===== src/common/fpm_defines.svh =====
/*
 constants of the protection-map decoder: register offsets, fields, reset values, adders.
 assumes a 32-bit ahb-lite slave decoding haddr[7:0].
*/
// Behaviour
// a section is four bytes: type, count, first bit, last bit
// uniform 4 KiB sectors never appear as a section
// type codes 01..04 point at size entries 4c, 4e, 50, 52
// a type that reappears later starts its own separate section
// a first-bit field of 00 decodes as protection bit 0
// bits step by one from first to last; span equals sector count (the code expects twice the count in 8K sections)
// bottom up: four 8K, one 32K, 64K run, one 32K, four 8K
// 8K blocks are type 1, 32K type 2, 64K type 3
// 64K count is 2^m minus 2; 8K and 32K counts are 2^n
// m is 4..8 for 8, 16, 32, 64, 128 Mbit
// bit location is 2^m plus 1 plus signed adder c
// bottom 8K group adders: first ff, last 04
// lower 32K block one bit, adders fd and fd
// 64K section starts at bit 0, last adder fc
// upper 32K block one bit, adders fe and fe
// top 8K group adders: first 07, last 0e
// in 8K groups odd bits lock reads, even bits lock writes
// decoded first, last and count are registered, cleared on reset
// flag an error when bit span disagrees with sector count (the code compares 8K spans with twice the count)
`ifndef FPM_DEFINES_SVH
`define FPM_DEFINES_SVH
// register offsets
`define FPM_OFS_CTRL 8'h00
`define FPM_OFS_STAT 8'h04
`define FPM_OFS_ISTAT 8'h08
`define FPM_OFS_IMASK 8'h0c
`define FPM_OFS_SEL 8'h10
`define FPM_OFS_DESC 8'h14
`define FPM_OFS_DEC 8'h18
`define FPM_OFS_BASE 8'h1c
`define FPM_OFS_LOCK 8'h20
// fields and reset values
`define FPM_START_BIT 8
`define FPM_DENS_RST 3'h3
`define FPM_DENS_MAX 3'h4
`define FPM_M_MIN 4'h4
`define FPM_NSECT 3'h5
`define FPM_EV_DONE 0
`define FPM_EV_SPAN 1
`define FPM_EV_DENS 2
// sector type codes and size entry addresses
`define FPM_TYPE_8K 8'h01
`define FPM_TYPE_32K 8'h02
`define FPM_TYPE_64K 8'h03
`define FPM_PADDR_BASE 8'h4c
`define FPM_SH_8K 5'h0d
`define FPM_SH_32K 5'h0f
`define FPM_SH_64K 5'h10
`define FPM_N_8K 8'h02
`define FPM_N_32K 8'h00
`define FPM_CNT_LIM 8'h09
`define FPM_BIAS 10'h001
`define FPM_DEC64 10'h002
// adders
`define FPM_C_B8_F 8'hff
`define FPM_C_B8_L 8'h04
`define FPM_C_L32 8'hfd
`define FPM_C_64_F 8'h00
`define FPM_C_64_L 8'hfc
`define FPM_C_U32 8'hfe
`define FPM_C_T8_F 8'h07
`define FPM_C_T8_L 8'h0e
`endif


===== src/common/fpm_pkg.sv =====
/*
 types of the protection-map decoder: engine states and the packed state record.
 assumes fpm_defines.svh on the include path.
*/
`default_nettype none
`include "fpm_defines.svh"
package fpm_pkg;
	typedef enum logic [0:0] {ST_IDLE, ST_RUN} fpm_st_t;
	typedef struct packed {
		fpm_st_t st;
		logic [2:0] idx;
		logic [3:0] m;
		logic [2:0] dens;
		logic [23:0] base;
		logic [4:0] errs;
		logic done;
		logic [2:0] istat;
		logic [2:0] mask;
		logic [2:0] sel;
		logic [8:0] lkidx;
		logic [2:0] lk;
		logic [8:0] g0f, g0l, g1f, g1l;
		logic [31:0] desc;
		logic [8:0] first, last, cnt;
		logic [7:0] paddr;
		logic [23:0] dbase;
		logic dp_wr;
		logic [7:0] dp_addr;
		logic [31:0] hrdata;
		logic irq;
	} fpm_state_t;
endpackage
`default_nettype wire


===== src/design/fpm_mem.sv =====
/*
 small section table: one write port, one read port with registered data.
 assumes a single clock; contents are undefined until written.
*/
`timescale 1ns/1ps
`default_nettype none
module fpm_mem #(
	parameter int WIDTH = 56,
	parameter int DEPTH = 8,
	parameter int AW = 3
) (
	// clock
	input wire logic hclk,
	// write port
	input wire logic wr_en,
	input wire logic [AW-1:0] wr_addr,
	input wire logic [WIDTH-1:0] wr_data,
	// read port
	input wire logic [AW-1:0] rd_addr,
	output logic [WIDTH-1:0] rd_data
);
	logic [WIDTH-1:0] mem [DEPTH];

	// no reset on the array keeps it a plain ram
	always_ff @(posedge hclk) begin
		if (wr_en) begin
			mem[wr_addr] <= wr_data;
		end
		rd_data <= mem[rd_addr];
	end
endmodule
`default_nettype wire


===== src/design/fpm_decoder.sv =====
/*
 protection-map decoder: builds the five section descriptors for density m,
 decodes them into bit ranges, checks spans, answers on ahb-lite.
 assumes single word transfers, one clock, zero wait states.
*/
// The register offsets and the AHB-Lite slave port were left to the implementer.
`timescale 1ns/1ps
`default_nettype none
`include "fpm_defines.svh"
module fpm_decoder (
	// clock and reset
	input wire logic hclk,
	input wire logic hresetn,
	// ahb-lite slave
	input wire logic hsel,
	input wire logic [31:0] haddr,
	input wire logic [1:0] htrans,
	input wire logic hwrite,
	input wire logic [2:0] hsize,
	input wire logic [31:0] hwdata,
	input wire logic hready,
	output logic [31:0] hrdata,
	output logic hreadyout,
	output logic hresp,
	// interrupt
	output logic irq
);
	fpm_pkg::fpm_state_t q, d;
	logic wr_en;
	logic [55:0] wr_data;
	logic [55:0] rd_data;
	logic [2:0] ev, clr;
	logic start;
	logic [31:0] bd;
	logic [8:0] bf, bl, bc, span, want;
	logic in0, in1;

	// location of a protection bit from its adder field
	function automatic logic [8:0] bp_loc(input logic [7:0] c, input logic [3:0] m);
		logic [9:0] p;
		p = 10'h001 << m;
		if (c == 8'h00) begin
			return 9'h000;
		end
		return 9'(p + `FPM_BIAS + {{2{c[7]}}, c});
	endfunction

	// sector count from type and count field
	function automatic logic [8:0] sect_cnt(input logic [7:0] t, input logic [7:0] n,
		input logic [3:0] m);
		logic [9:0] p;
		p = 10'h001 << m;
		if (t == `FPM_TYPE_64K) begin
			return 9'(p - `FPM_DEC64);
		end
		if (n < `FPM_CNT_LIM) begin
			return 9'(10'h001 << n);
		end
		return 9'h000;
	endfunction

	// size shift of a sector type
	function automatic logic [4:0] size_sh(input logic [7:0] t);
		case (t)
			`FPM_TYPE_8K: return `FPM_SH_8K;
			`FPM_TYPE_32K: return `FPM_SH_32K;
			default: return `FPM_SH_64K;
		endcase
	endfunction

	// descriptor of section i: type, count, first, last bytes
	function automatic logic [31:0] build(input logic [2:0] i, input logic [3:0] m);
		case (i)
			3'h0: return {`FPM_C_B8_L, `FPM_C_B8_F, `FPM_N_8K, `FPM_TYPE_8K};
			3'h1: return {`FPM_C_L32, `FPM_C_L32, `FPM_N_32K, `FPM_TYPE_32K};
			3'h2: return {`FPM_C_64_L, `FPM_C_64_F, 4'h0, m, `FPM_TYPE_64K};
			3'h3: return {`FPM_C_U32, `FPM_C_U32, `FPM_N_32K, `FPM_TYPE_32K};
			default: return {`FPM_C_T8_L, `FPM_C_T8_F, `FPM_N_8K, `FPM_TYPE_8K};
		endcase
	endfunction

	fpm_mem #(.WIDTH(56), .DEPTH(8), .AW(3)) u_mem (
		.hclk(hclk),
		.wr_en(wr_en),
		.wr_addr(q.idx),
		.wr_data(wr_data),
		.rd_addr(q.sel),
		.rd_data(rd_data)
	);

	// next state of the whole block
	always_comb begin
		d = q;
		wr_en = 1'b0;
		wr_data = '0;
		ev = '0;
		clr = '0;
		start = 1'b0;
		bd = build(q.idx, q.m);
		bf = bp_loc(bd[23:16], q.m);
		bl = bp_loc(bd[31:24], q.m);
		bc = sect_cnt(bd[7:0], bd[15:8], q.m);
		span = 9'(bl - bf + 9'h001);
		want = (bd[7:0] == `FPM_TYPE_8K) ? 9'(bc << 1) : bc; // read/write pair per block
		// data phase of a write
		if (q.dp_wr) begin
			case (q.dp_addr)
				`FPM_OFS_CTRL: begin
					d.dens = hwdata[2:0];
					start = hwdata[`FPM_START_BIT];
				end
				`FPM_OFS_ISTAT: clr = hwdata[2:0];
				`FPM_OFS_IMASK: d.mask = hwdata[2:0];
				`FPM_OFS_SEL: d.sel = hwdata[2:0];
				`FPM_OFS_LOCK: d.lkidx = hwdata[8:0];
				default: ;
			endcase
		end
		// section engine, one section per cycle
		case (q.st)
			fpm_pkg::ST_IDLE: begin
				if (start) begin
					if (d.dens <= `FPM_DENS_MAX) begin
						d.st = fpm_pkg::ST_RUN;
						d.m = `FPM_M_MIN + {1'b0, d.dens};
						d.idx = 3'h0;
						d.base = '0;
						d.errs = '0;
						d.done = 1'b0;
					end else begin
						ev[`FPM_EV_DENS] = 1'b1;
					end
				end
			end
			fpm_pkg::ST_RUN: begin
				wr_en = 1'b1;
				wr_data = {q.base, bd};
				if (span != want) begin
					d.errs[q.idx] = 1'b1;
					ev[`FPM_EV_SPAN] = 1'b1;
				end
				if (q.idx == 3'h0) begin
					d.g0f = bf;
					d.g0l = bl;
				end
				if (q.idx == 3'h4) begin
					d.g1f = bf;
					d.g1l = bl;
				end
				d.base = q.base + (24'(bc) << size_sh(bd[7:0]));
				if (q.idx == `FPM_NSECT - 3'h1) begin
					d.st = fpm_pkg::ST_IDLE;
					d.done = 1'b1;
					ev[`FPM_EV_DONE] = 1'b1;
				end else begin
					d.idx = q.idx + 3'h1;
				end
			end
			default: d.st = fpm_pkg::ST_IDLE;
		endcase
		// registered decode of the selected section
		d.desc = rd_data[31:0];
		d.first = bp_loc(rd_data[23:16], q.m);
		d.last = bp_loc(rd_data[31:24], q.m);
		d.cnt = sect_cnt(rd_data[7:0], rd_data[15:8], q.m);
		d.paddr = 8'(`FPM_PADDR_BASE + ((rd_data[7:0] - 8'h01) << 1));
		d.dbase = rd_data[55:32];
		// lock kind of the probed bit
		in0 = (q.lkidx >= q.g0f) && (q.lkidx <= q.g0l);
		in1 = (q.lkidx >= q.g1f) && (q.lkidx <= q.g1l);
		d.lk[0] = q.done && (in0 || in1);
		d.lk[1] = d.lk[0] && q.lkidx[0];
		d.lk[2] = d.lk[0] && !q.lkidx[0];
		// sticky events: a new event beats its own clear
		d.istat = (q.istat & ~clr) | ev;
		d.irq = |(d.istat & d.mask);
		// address phase
		d.dp_wr = 1'b0;
		if (hready && hsel && htrans[1]) begin
			d.dp_wr = hwrite;
			d.dp_addr = haddr[7:0];
			d.hrdata = '0;
			if (!hwrite) begin
				case (haddr[7:0])
					`FPM_OFS_CTRL: d.hrdata = {29'h0, q.dens};
					`FPM_OFS_STAT: d.hrdata = {16'h0, q.m, 4'h0, q.errs, |q.errs,
						q.done, q.st == fpm_pkg::ST_RUN};
					`FPM_OFS_ISTAT: d.hrdata = {29'h0, q.istat};
					`FPM_OFS_IMASK: d.hrdata = {29'h0, q.mask};
					`FPM_OFS_SEL: d.hrdata = {29'h0, q.sel};
					`FPM_OFS_DESC: d.hrdata = q.desc;
					`FPM_OFS_DEC: d.hrdata = {5'h0, q.cnt, q.last, q.first};
					`FPM_OFS_BASE: d.hrdata = {q.dbase, q.paddr};
					`FPM_OFS_LOCK: d.hrdata = {7'h0, q.lkidx, 13'h0, q.lk};
					default: d.hrdata = '0;
				endcase
			end
		end
	end

	// one register for all state
	always_ff @(posedge hclk or negedge hresetn) begin
		if (!hresetn) begin
			q <= '0;
			q.dens <= `FPM_DENS_RST;
		end else begin
			q <= d;
		end
	end

	assign hrdata = q.hrdata;
	assign irq = q.irq;
	assign hreadyout = hresetn ? 1'b1 : 1'b1;
	assign hresp = 1'b0;
endmodule
`default_nettype wire


===== config.mk =====
export PLATFORM = sky130hd
export DESIGN_NAME = fpm_decoder
export DESIGN_NICKNAME = d
export VERILOG_FILES = /design/src/common/fpm_pkg.sv /design/src/design/fpm_mem.sv /design/src/design/fpm_decoder.sv
export VERILOG_INCLUDE_DIRS = /design/src /design/src/common
export SDC_FILE = /design/constraint.sdc
export NUM_CORES = 1
export LEC_CHECK = 0
export BUFFER_PORTS_ARGS = -buffer_cell sky130_fd_sc_hd__buf_4
export CAP_MARGIN = 20
export CORE_MARGIN = 5
export CORE_UTILIZATION = 27
export DETAILED_ROUTE_END_ITERATION = 16
export SLEW_MARGIN = 30
export SYNTH_ARGS = -nofsm -noshare
export SYNTH_HDL_FRONTEND = slang
export SYNTH_SLANG_ARGS = --single-unit

===== constraint.sdc =====
create_clock -name hclk -period 12.7 [get_ports hclk]
set_clock_uncertainty 0.05 [all_clocks]
set_input_delay 1.905 -clock hclk [delete_from_list [all_inputs] [get_ports hclk]]
set_output_delay 1.905 -clock hclk [all_outputs]
set_load 0.005 [all_outputs]

# Word level (Yosys, flattened, before mapping)
# Memory sizes are Yosys's and may differ from the RTL's. A register that Yosys moved wholly into a read port is not among the register bits.
# Cells that the tools add are included.
[word_totals]
regBits = 231
mem_bits_rw = 448
input_bits = 74
output_inout_bits = 35
elab_cells = 178
n_memories = 1
[classes]
addsub = 13
n_lt_le_gt_ge = 9
eq_ne = 26
n_shift = 4
muxes = 65
bitwise = 6
n_reduce_logical = 28
[mem_list]
columns = ["memory", "depth", "word_bits", "read_ports", "rd_clocked_by_memory_dff", "wr", "line_no", "source"]
rows = [
  ["u_mem.mem", 8, 56, 1, 1, 1, "fpm_mem.sv:22", "logic [WIDTH-1:0] mem [DEPTH];"],
]
[ops]
columns = ["cell", "count"]
rows = [
  ["$pmux 32 s9", 1],
  ["$mux 9", 18],
  ["$pmux 32 s4", 1],
  ["$mux 30", 2],
  ["$pmux 30 s2", 1],
  ["$mux 56", 1],
  ["$logic_not 8->1", 6],
  ["$mux 41", 1],
  ["$eq 8x5->1 const B", 5],
  ["$add 9x9->9", 4],
  ["$eq 8x4->1 const B", 4],
  ["$mux 32", 1],
  ["$add 24x24->24", 1],
  ["$eq 8x2->1 const B", 3],
  ["$shl 9x5->24", 1],
  ["$mux 1", 23],
  ["$mux 3", 7],
  ["$add 9x1->9 const B", 2],
  ["$ge 9x9->1", 2],
  ["$le 9x9->1", 2],
  ["$shl 1x8->9 const A", 2],
  ["$eq 8x6->1 const B", 2],
  ["$lt 8x4->1 const B", 2],
  ["$mux 8", 2],
  ["other kinds (37)", 57],
]

# Logic depth before layout (Yosys ltp)
# Gate-level depths: netlist of the first run.
[depth]
depth_word = 14
mapped_depth = 27
depth_no_buf = 26

# Modules after synthesis
# A second synthesis of the first run with hierarchy kept.
[hier_totals]
hier_cells = 2102
area_unflattened_um2 = 31665.4
[by_module_without_submodules]
columns = ["mod", "instances", "cells_each", "area_per_inst_um2", "seq_area_each_um2"]
rows = [
  ["fpm_mem", 1, 716, 17974.7, 14574.0],
  ["fpm_decoder", 1, 1386, 13690.6, 5758.0],
]

# Worst setup path before layout of the first run
# Ideal clock, no wire load.
[synth_timing]
path_type = "flip-flop to flip-flop"
start = "reg q[225] (netlist name)"
end = "reg q[191] (netlist name)"
setup_time_ns = 0.122
arrival_time_ns = 5.572
t_required_ns = 12.528
setup_slack_ns = 6.957
path_stages_with_launch = 25
path_buffers = 1
period_less_slack_ns = 5.743
cell_sequence = "dfrtp_1 > buf_6 > nor3_1 > nand2b_1 > inv_1 > ha_1 > xnor2_1 > inv_1 > ha_1 > a21oi_1 > o21ai_0 > a21oi_1 > o21bai_1 > a21oi_1 > xnor2_1 > nand2_1 > ha_1 > ha_1 > or4_1 > o2111ai_1 > mux2i_1 > xnor2_1 > or4_4 > o21ba_1 > a32o_1"
[synth_via]
elab_chain_cells = 10
elab_cells_between_ends = 22
classes_between = "add/sub (6); order compare (1); eq/ne (2); shift (2); mux (10); reduce/logical (1)"
[synth_rtl]
columns = ["element", "line_no", "source"]
rows = [
  ["start: declaration", "fpm_decoder.sv:28", "fpm_pkg::fpm_state_t q, d;"],
  ["parallel branches: the longest is 7 deep, another holds $add 9x1->9", "-", ""],
  ["$ne 9x9->1 (*)", "fpm_decoder.sv:138", "if (span != want) begin"],
  ["$ne 2x1->1 (no source line) (*)", "-", ""],
  ["$reduce_and 3->1 (no source line) (*)", "-", ""],
]
# Every way passes the cells marked *. The select of a mux whose other input is x is not followed.
# A chain may end at the register's enable or synchronous reset.

==> impl_metrics.py, run 1 <==
metrics = {
    "status": {
        "outcome": "finished, final reports clean",
    },
    "routing": {
        "drt_iter0_drc": 1338,
        "wl_um": 61000,
        "dr.pass1.iters": 7,
        "wl_per_cell_um": 19.0,
        "routed-via-count": 15145,
        "drtAntennaViolNets": 0,
        "via_per_inst": 4.72,
        "drc": 0,
    },
    "power": {
        "cellPowerDensity_nw_per_um2": 147,
        "power_mw": 4.25,
        "p_leak_nw": 11.2,
        "peakVddDrop_mv": 0.104,
    },
    "logic_synthesis": {
        "synthAdderAreaFrac_pct": 6.40,
        "synthXorXnorAreaFrac_pct": 2.39,
        "synthMuxAreaShare_pct": 10.9,
        "synth_top_family_by_area": "multiplexers",
        "yosys.area_share.simple_pct": 7.79,
        "synth_ff_type": "edfxtp_1",
        "synth_edf_count": 304,
        "synth_cell_types": 79,
        "synth_seq_area_share_pct": 60.2,
        "async_flop_share_pct": 38.0,
        "synth_compound_area_share_pct": 8.72,
        "yosys_warnings": 0,
        "syn_area_per_cell_um2": 13.5,
        "synth-seq-cells": 552,
        "synth_cells": 1867,
        "synth_area_um2": 25200,
    },
    "global_routing": {
        "grt_pass1_vias": 15437,
        "antenna_found_initial": 1,
        "grtUsageTotal_pct": 12.0,
        "grt_max_degree": 73,
        "grt_overflow": 0,
        "grt_first_pass_wirelength_um": 92600,
    },
    "clock_network": {
        "cts_setup_buffers": 0,
        "cts-root-buf": "clkbuf_16",
        "cts_sinks": 552,
        "clock_latency_ns": 0.63,
        "cts_tree": "built",
        "clockBufferDepth": 3,
        "ctsHoldBuffers": 0,
        "cts.reportedPaths.clkPinSlew_ns": 0.06,
        "postCtsResizedCells": 0,
        "numCtsBuffers": 56,
        "htree_levels": 2,
    },
    "final_layout": {
        "n_antenna_cell": 0,
        "drive_gt1_share_pct": 18.3,
        "nNetsFinal": 2109,
        "syn2layout_area_growth_pct": 15.0,
    },
    "die": {
        "initial_core_util_pct": 27.1,
        "num_io_pins": 109,
        "fp.dieH_um": 315,
        "die_w_um": 315,
        "die-area_um2": 99400,
        "coreArea_um2": 92900,
        "rows": 112,
    },
    "job": {
        "maxCapViolCount": 0,
    },
    "critical_path": {
        "worstPathArrival_ns": 7.69,
        "cp.required_ns": 13.08,
        "critPathKind": "reg -> reg",
        "endpoint_kind": "flop",
        "cp-start-kind": "flop",
        "worst-path-max-fanout": 21,
    },
    "min_path": {
        "hold_class": "reg -> reg",
    },
    "timing": {
        "period_needed_ns": 7.31,
        "slew_viol_final": 0,
        "rsz0062_at_grt": "no",
        "tns_ns": 0,
        "hold_ws_ns": 0.277,
        "fmax_mhz": 137,
        "hold_viol": 0,
        "relSlewSlack_pct": 32.3,
        "worst_slack_ns": 5.39,
        "worstMarginPinSlew_ns": 1.01,
        "setup_viol": 0,
        "fin_crit_sh_pct": 57.6,
    },
    "placement": {
        "dpl.hpwl_um": 40900,
        "portBuffers": 55,
        "post-place-ws_ns": 5.58,
        "gp_congestion": 0.851,
    },
}
state kept, by name, summed over array words and instances (netlist names):
name / flops
irq: 1
u_mem.mem: 304
u_mem.rd_data: 38
hrdata: 32
q: 177
synthesized netlist by cell type, drive strengths merged (3+ instances only):
cell type | count | area share [%]
nor4 | 4 | 0.099
o32a | 3 | 0.12
a21oi | 64 | 1.3
mux2i | 16 | 0.64
buf | 45 | 1.2
o21ai | 121 | 2.4
o41ai | 6 | 0.21
a32o | 6 | 0.24
and2 | 34 | 0.85
nor3 | 21 | 0.42
a31oi | 9 | 0.22
mux2 | 75 | 3.4
a21boi | 4 | 0.12
fa | 6 | 0.48
clkbuf | 68 | 1.0
mux4 | 77 | 6.9
inv | 90 | 1.3
o21bai | 7 | 0.21
nand2b | 20 | 0.50
nor2b | 16 | 0.40
xnor2 | 43 | 1.5
o211ai | 8 | 0.24
ha | 119 | 5.9
dfxtp | 38 | 3.0
a222oi | 9 | 0.36
o31ai | 5 | 0.15
a22oi | 19 | 0.57
edfxtp | 304 | 36
xor2 | 23 | 0.80
nor3b | 6 | 0.24
o21a | 9 | 0.27
a21o | 34 | 1.0
a221oi | 5 | 0.17
and3 | 4 | 0.099
nand2 | 174 | 2.6
or4 | 6 | 0.19
o22ai | 4 | 0.099
a211oi | 8 | 0.24
nand3 | 18 | 0.36
dfrtp | 208 | 21
nor2 | 77 | 1.1
or3 | 8 | 0.20
nand4 | 4 | 0.099
or2 | 4 | 0.099
logic make-up after synthesis:
| logic type | Yosys count |
|---|---|
| buffers and inverters | 203 |
| other | 2 |
| AND/OR/NAND/NOR | 408 |
| adder cells (fa/ha/maj) | 125 |
| flip-flops | 552 |
| XOR/XNOR | 67 |
| AO/OA/AOI/OAI | 342 |
| multiplexers | 168 |
per-stage QoR:
stage	instances	area (um2)	utilization [%]
4_1_cts	3212	28900	31.1
5_1_grt	3212	28900	31.2
3_3_place_gp	3105	26900	29.0
2_1_floorplan	1881	25200	-
3_5_place_dp	3106	27000	29.0
6_report	3212	28900	31.2
routing by layer:
layer | share of wire (%) | GRT usage [%]
met5 | 0 | 0
met3 | 5.4 | 2.08
met2 | 48 | 20.0
met4 | 3.0 | 4.08
met1 | 44 | 16.0
worst max-delay path, stage by stage (launching register included):
cell	delay, ns
dfrtp_1	0.68
nor3_1	0.68
nand2b_1	0.47
inv_1	0.22
ha_1	0.24
xnor2_1	0.20
inv_1	0.22
ha_1	0.38
nor2b_1	0.15
o21ai_0	0.28
a21oi_1	0.17
a211oi_1	0.27
xnor2_1	0.15
nand2_1	0.12
ha_1	0.33
ha_1	0.33
inv_1	0.07
or4_1	0.51
o2111ai_1	0.17
mux2i_1	0.17
xnor2_1	0.17
or3_1	0.44
o41ai_1	0.43
o211ai_1	0.23
area by class of cell:
class	instances	area (um2)
Tap cell	1254	1570
Timing Repair Buffer	84	666
Fill cell	9093	64000
Multi-Input combinational cell	1126	9240
Clock buffer	86	1760
Inverter	90	338
Clock inverter	20	211
Sequential cell	552	15200
placed cells by master, fill, tap and decap left out, types with 18 or more instances in the layout:
cell type,instances
dfrtp_1,205
xnor2_1,43
nor3_1,18
a21o_1,34
inv_1,90
o21ai_0,121
a22oi_1,19
mux2_2,75
nor2_1,71
and2_1,34
dfxtp_1,38
mux4_2,77
buf_4,80
xor2_1,23
edfxtp_1,304
nand2_1,174
clkbuf_16,64
nand2b_1,20
a21oi_1,63
ha_1,119
power breakdown:
group | internal, mW | switching, mW
combinational | 0.232 | 0.272
clock | 1.01 | 0.694
sequential | 1.96 | 0.0858
path summary, 6_finish.rpt:
check                             startpoint    endpoint  slack (ns)  cells after the start
hold / removal             u_mem.rd_data[40]       q[50]        0.28                      0
setup reg to reg                      q[225]         irq        5.39                     23
hold reg to reg            u_mem.rd_data[40]       q[50]        0.28                      0
max in group asynchronous            hresetn      q[204]       10.24                      2
min in group asynchronous            hresetn  hrdata[30]        1.19                      1
setup / recovery                      q[225]         irq        5.39                     23
No activity file was read; power rests on OpenSTA's default activity.
==> run 2, diff against run 1 <==
==> constraint.sdc (replaced) <==
create_clock -name hclk -period 6.45 [get_ports hclk]
set_clock_uncertainty 0.05 [all_clocks]
set_input_delay 0.9675 -clock hclk [delete_from_list [all_inputs] [get_ports hclk]]
set_output_delay 0.9675 -clock hclk [all_outputs]
set_load 0.005 [all_outputs]
==> run 2 against run 1 <==
  * Core utilization rose by 0.28 points
  * Power rose by 100%
  * Die area did not move
  * First-iteration DRC count fell by 11%
  * Maximum frequency rose by 18%
  * Final cell count rose by 0.75%
  * Combinational power rose by 98%
  * Sequential cell count did not move
  * Count of clock-buffer cells in the layout fell by 11
  * Via count barely moved
  * Largest power group unchanged
==> impl_metrics.py, run 2 (same netlist as run 1, synthesis figures left out) <==
metrics = {
    "status": {
        "outcome": "finished, final reports clean",
    },
    "die": {
        "initial_core_util_pct": 27.1,
        "rows": 112,
        "fp.dieH_um": 315,
        "num_io_pins": 109,
        "coreArea_um2": 92900,
        "die_w_um": 315,
        "die-area_um2": 99400,
    },
    "placement": {
        "placed_area_um2": 27100,
        "post-place-ws_ns": 0.255,
        "gp_congestion": 0.874,
        "dp.cells": 3125,
        "portBuffers": 55,
        "dpl.hpwl_um": 40900,
    },
    "power": {
        "cellPowerDensity_nw_per_um2": 294,
        "p_leak_nw": 11.4,
        "power_mw": 8.58,
        "peakVddDrop_mv": 0.200,
    },
    "critical_path": {
        "cp-start-kind": "flop",
        "endpoint_kind": "flop",
        "crit_family": "simple AND/OR/NAND/NOR gates",
        "worst-path-max-fanout": 4,
        "slowest_stage": "or4_4",
        "path_cells": "or4b_4 -> inv_1 -> ha_1 -> xnor2_1 -> inv_2 -> ha_1 -> nor2b_1 -> o21ai_0 -> a21oi_1 -> a211oi_2 -> xnor2_1 -> nand2_1 -> ha_1 -> ha_1 -> inv_1 -> or4_1 -> o2111ai_1 -> mux2i_1 -> xnor2_1 -> or4_4 -> o21ba_1 -> a32o_1",
        "critPathKind": "reg -> reg",
        "critical-path-max-stage-delay_ns": 0.60,
        "cp.required_ns": 6.91,
        "worst-path-buf-inv": 3,
        "cp_num_cells": 22,
        "reg2regPathDepth": 22,
        "cpMostUsedCell": "ha_1",
        "worstPathArrival_ns": 6.64,
    },
    "timing": {
        "tns_ns": 0,
        "fin_crit_sh_pct": 95.8,
        "period_needed_ns": 6.18,
        "setup_viol": 0,
        "fmax_mhz": 162,
        "relSlewSlack_pct": 38.8,
        "worst_slack_ns": 0.268,
        "slew_viol_final": 0,
        "worstMarginPinSlew_ns": 0.916,
        "hold_viol": 0,
    },
    "job": {
        "maxCapViolCount": 0,
    },
    "routing": {
        "wl_per_cell_um": 18.9,
        "drt_iter0_drc": 1194,
        "drtAntennaViolNets": 0,
        "via_per_inst": 4.68,
        "wl_um": 61100,
        "drc": 0,
        "routed-via-count": 15155,
        "dr.pass1.iters": 9,
    },
    "final_layout": {
        "largest_reg_flops": 304,
        "seq_area_um2": 15200,
        "instances_no_fill": 3236,
        "post-route-cell-area_um2": 29200,
        "top_register": "u_mem.mem",
        "layout_common_cells": "edfxtp_1, dfrtp_1, nand2_1",
        "nNetsFinal": 2130,
        "multi_input_area_um2": 9270,
        "drive_gt1_share_pct": 19.7,
        "layout_commonest_cell": "edfxtp_1",
        "reg_top3": "u_mem.mem (304), q (177), u_mem.rd_data (38)",
        "syn2layout_area_growth_pct": 16.1,
        "nFillCells": 9107,
    },
    "global_routing": {
        "antenna_found_initial": 2,
        "grt_first_pass_wirelength_um": 93600,
        "grt_overflow": 0,
        "grt_pass1_vias": 15465,
        "grt_max_degree": 89,
        "grtUsageTotal_pct": 12.2,
    },
    "clock_network": {
        "cts.reportedPaths.clkPinSlew_ns": 0.06,
        "ctsHoldBuffers": 0,
        "numCtsBuffers": 58,
        "htree_levels": 2,
        "cts_tree": "built",
        "clock_latency_ns": 0.63,
        "cts_sinks": 552,
        "cts-root-buf": "clkbuf_16",
        "clockBufferDepth": 3,
    },
    "min_path": {
        "hold_depth": 0,
        "hold_class": "reg -> reg",
    },
}
-- run 2: path summary, 6_finish.rpt --
check	slack, ns	from	end
max	0.27	q[226]	q[191]
min	0.28	u_mem.rd_data[53]	q[63]
max reg2reg	0.27	q[226]	q[191]
min reg2reg	0.28	u_mem.rd_data[53]	q[63]
max in group asynchronous	4.83	hresetn	q[181]
min in group asynchronous	0.29	hresetn	hrdata[31]
-- run 2: routing by layer --
metal | share of wire [%] | track usage (%)
met4 | 2.9 | 3.81
met3 | 5.6 | 2.04
met5 | 0 | 0
met2 | 48 | 20.0
met1 | 43 | 16.5
-- run 2: layout make-up --
class | instances | area share [%]
Antenna cell | 2 | 0.0171
Clock buffer | 75 | 5.54
Clock inverter | 34 | 1.60
Inverter | 90 | 1.16
Multi-Input combinational cell | 1126 | 31.7
Sequential cell | 552 | 51.9
Tap cell | 1254 | 5.37
Timing Repair Buffer | 103 | 2.69
-- run 2: power breakdown --
group | internal (mW) | switching (mW) | total, mW
sequential | 3.86 | 0.161 | 4.02
combinational | 0.459 | 0.537 | 0.996
clock | 2.14 | 1.42 | 3.56
-- run 2: repair_timing --
action,CTS,global route
endpoints found under the setup margin,0,5
resized for setup,0,6
setup buffers,0,0
-- run 2: stage by stage --
| stage | hold slack (ns) | utilization, % |
|---|---|---|
| after global placement | 0.270 | 29.1 |
| after CTS | 0.278 | 31.4 |
| after detailed placement | 0.270 | 29.1 |
| after global routing | 0.282 | 31.4 |
| after floorplan | 0.266 | - |
| final | 0.277 | 31.4 |
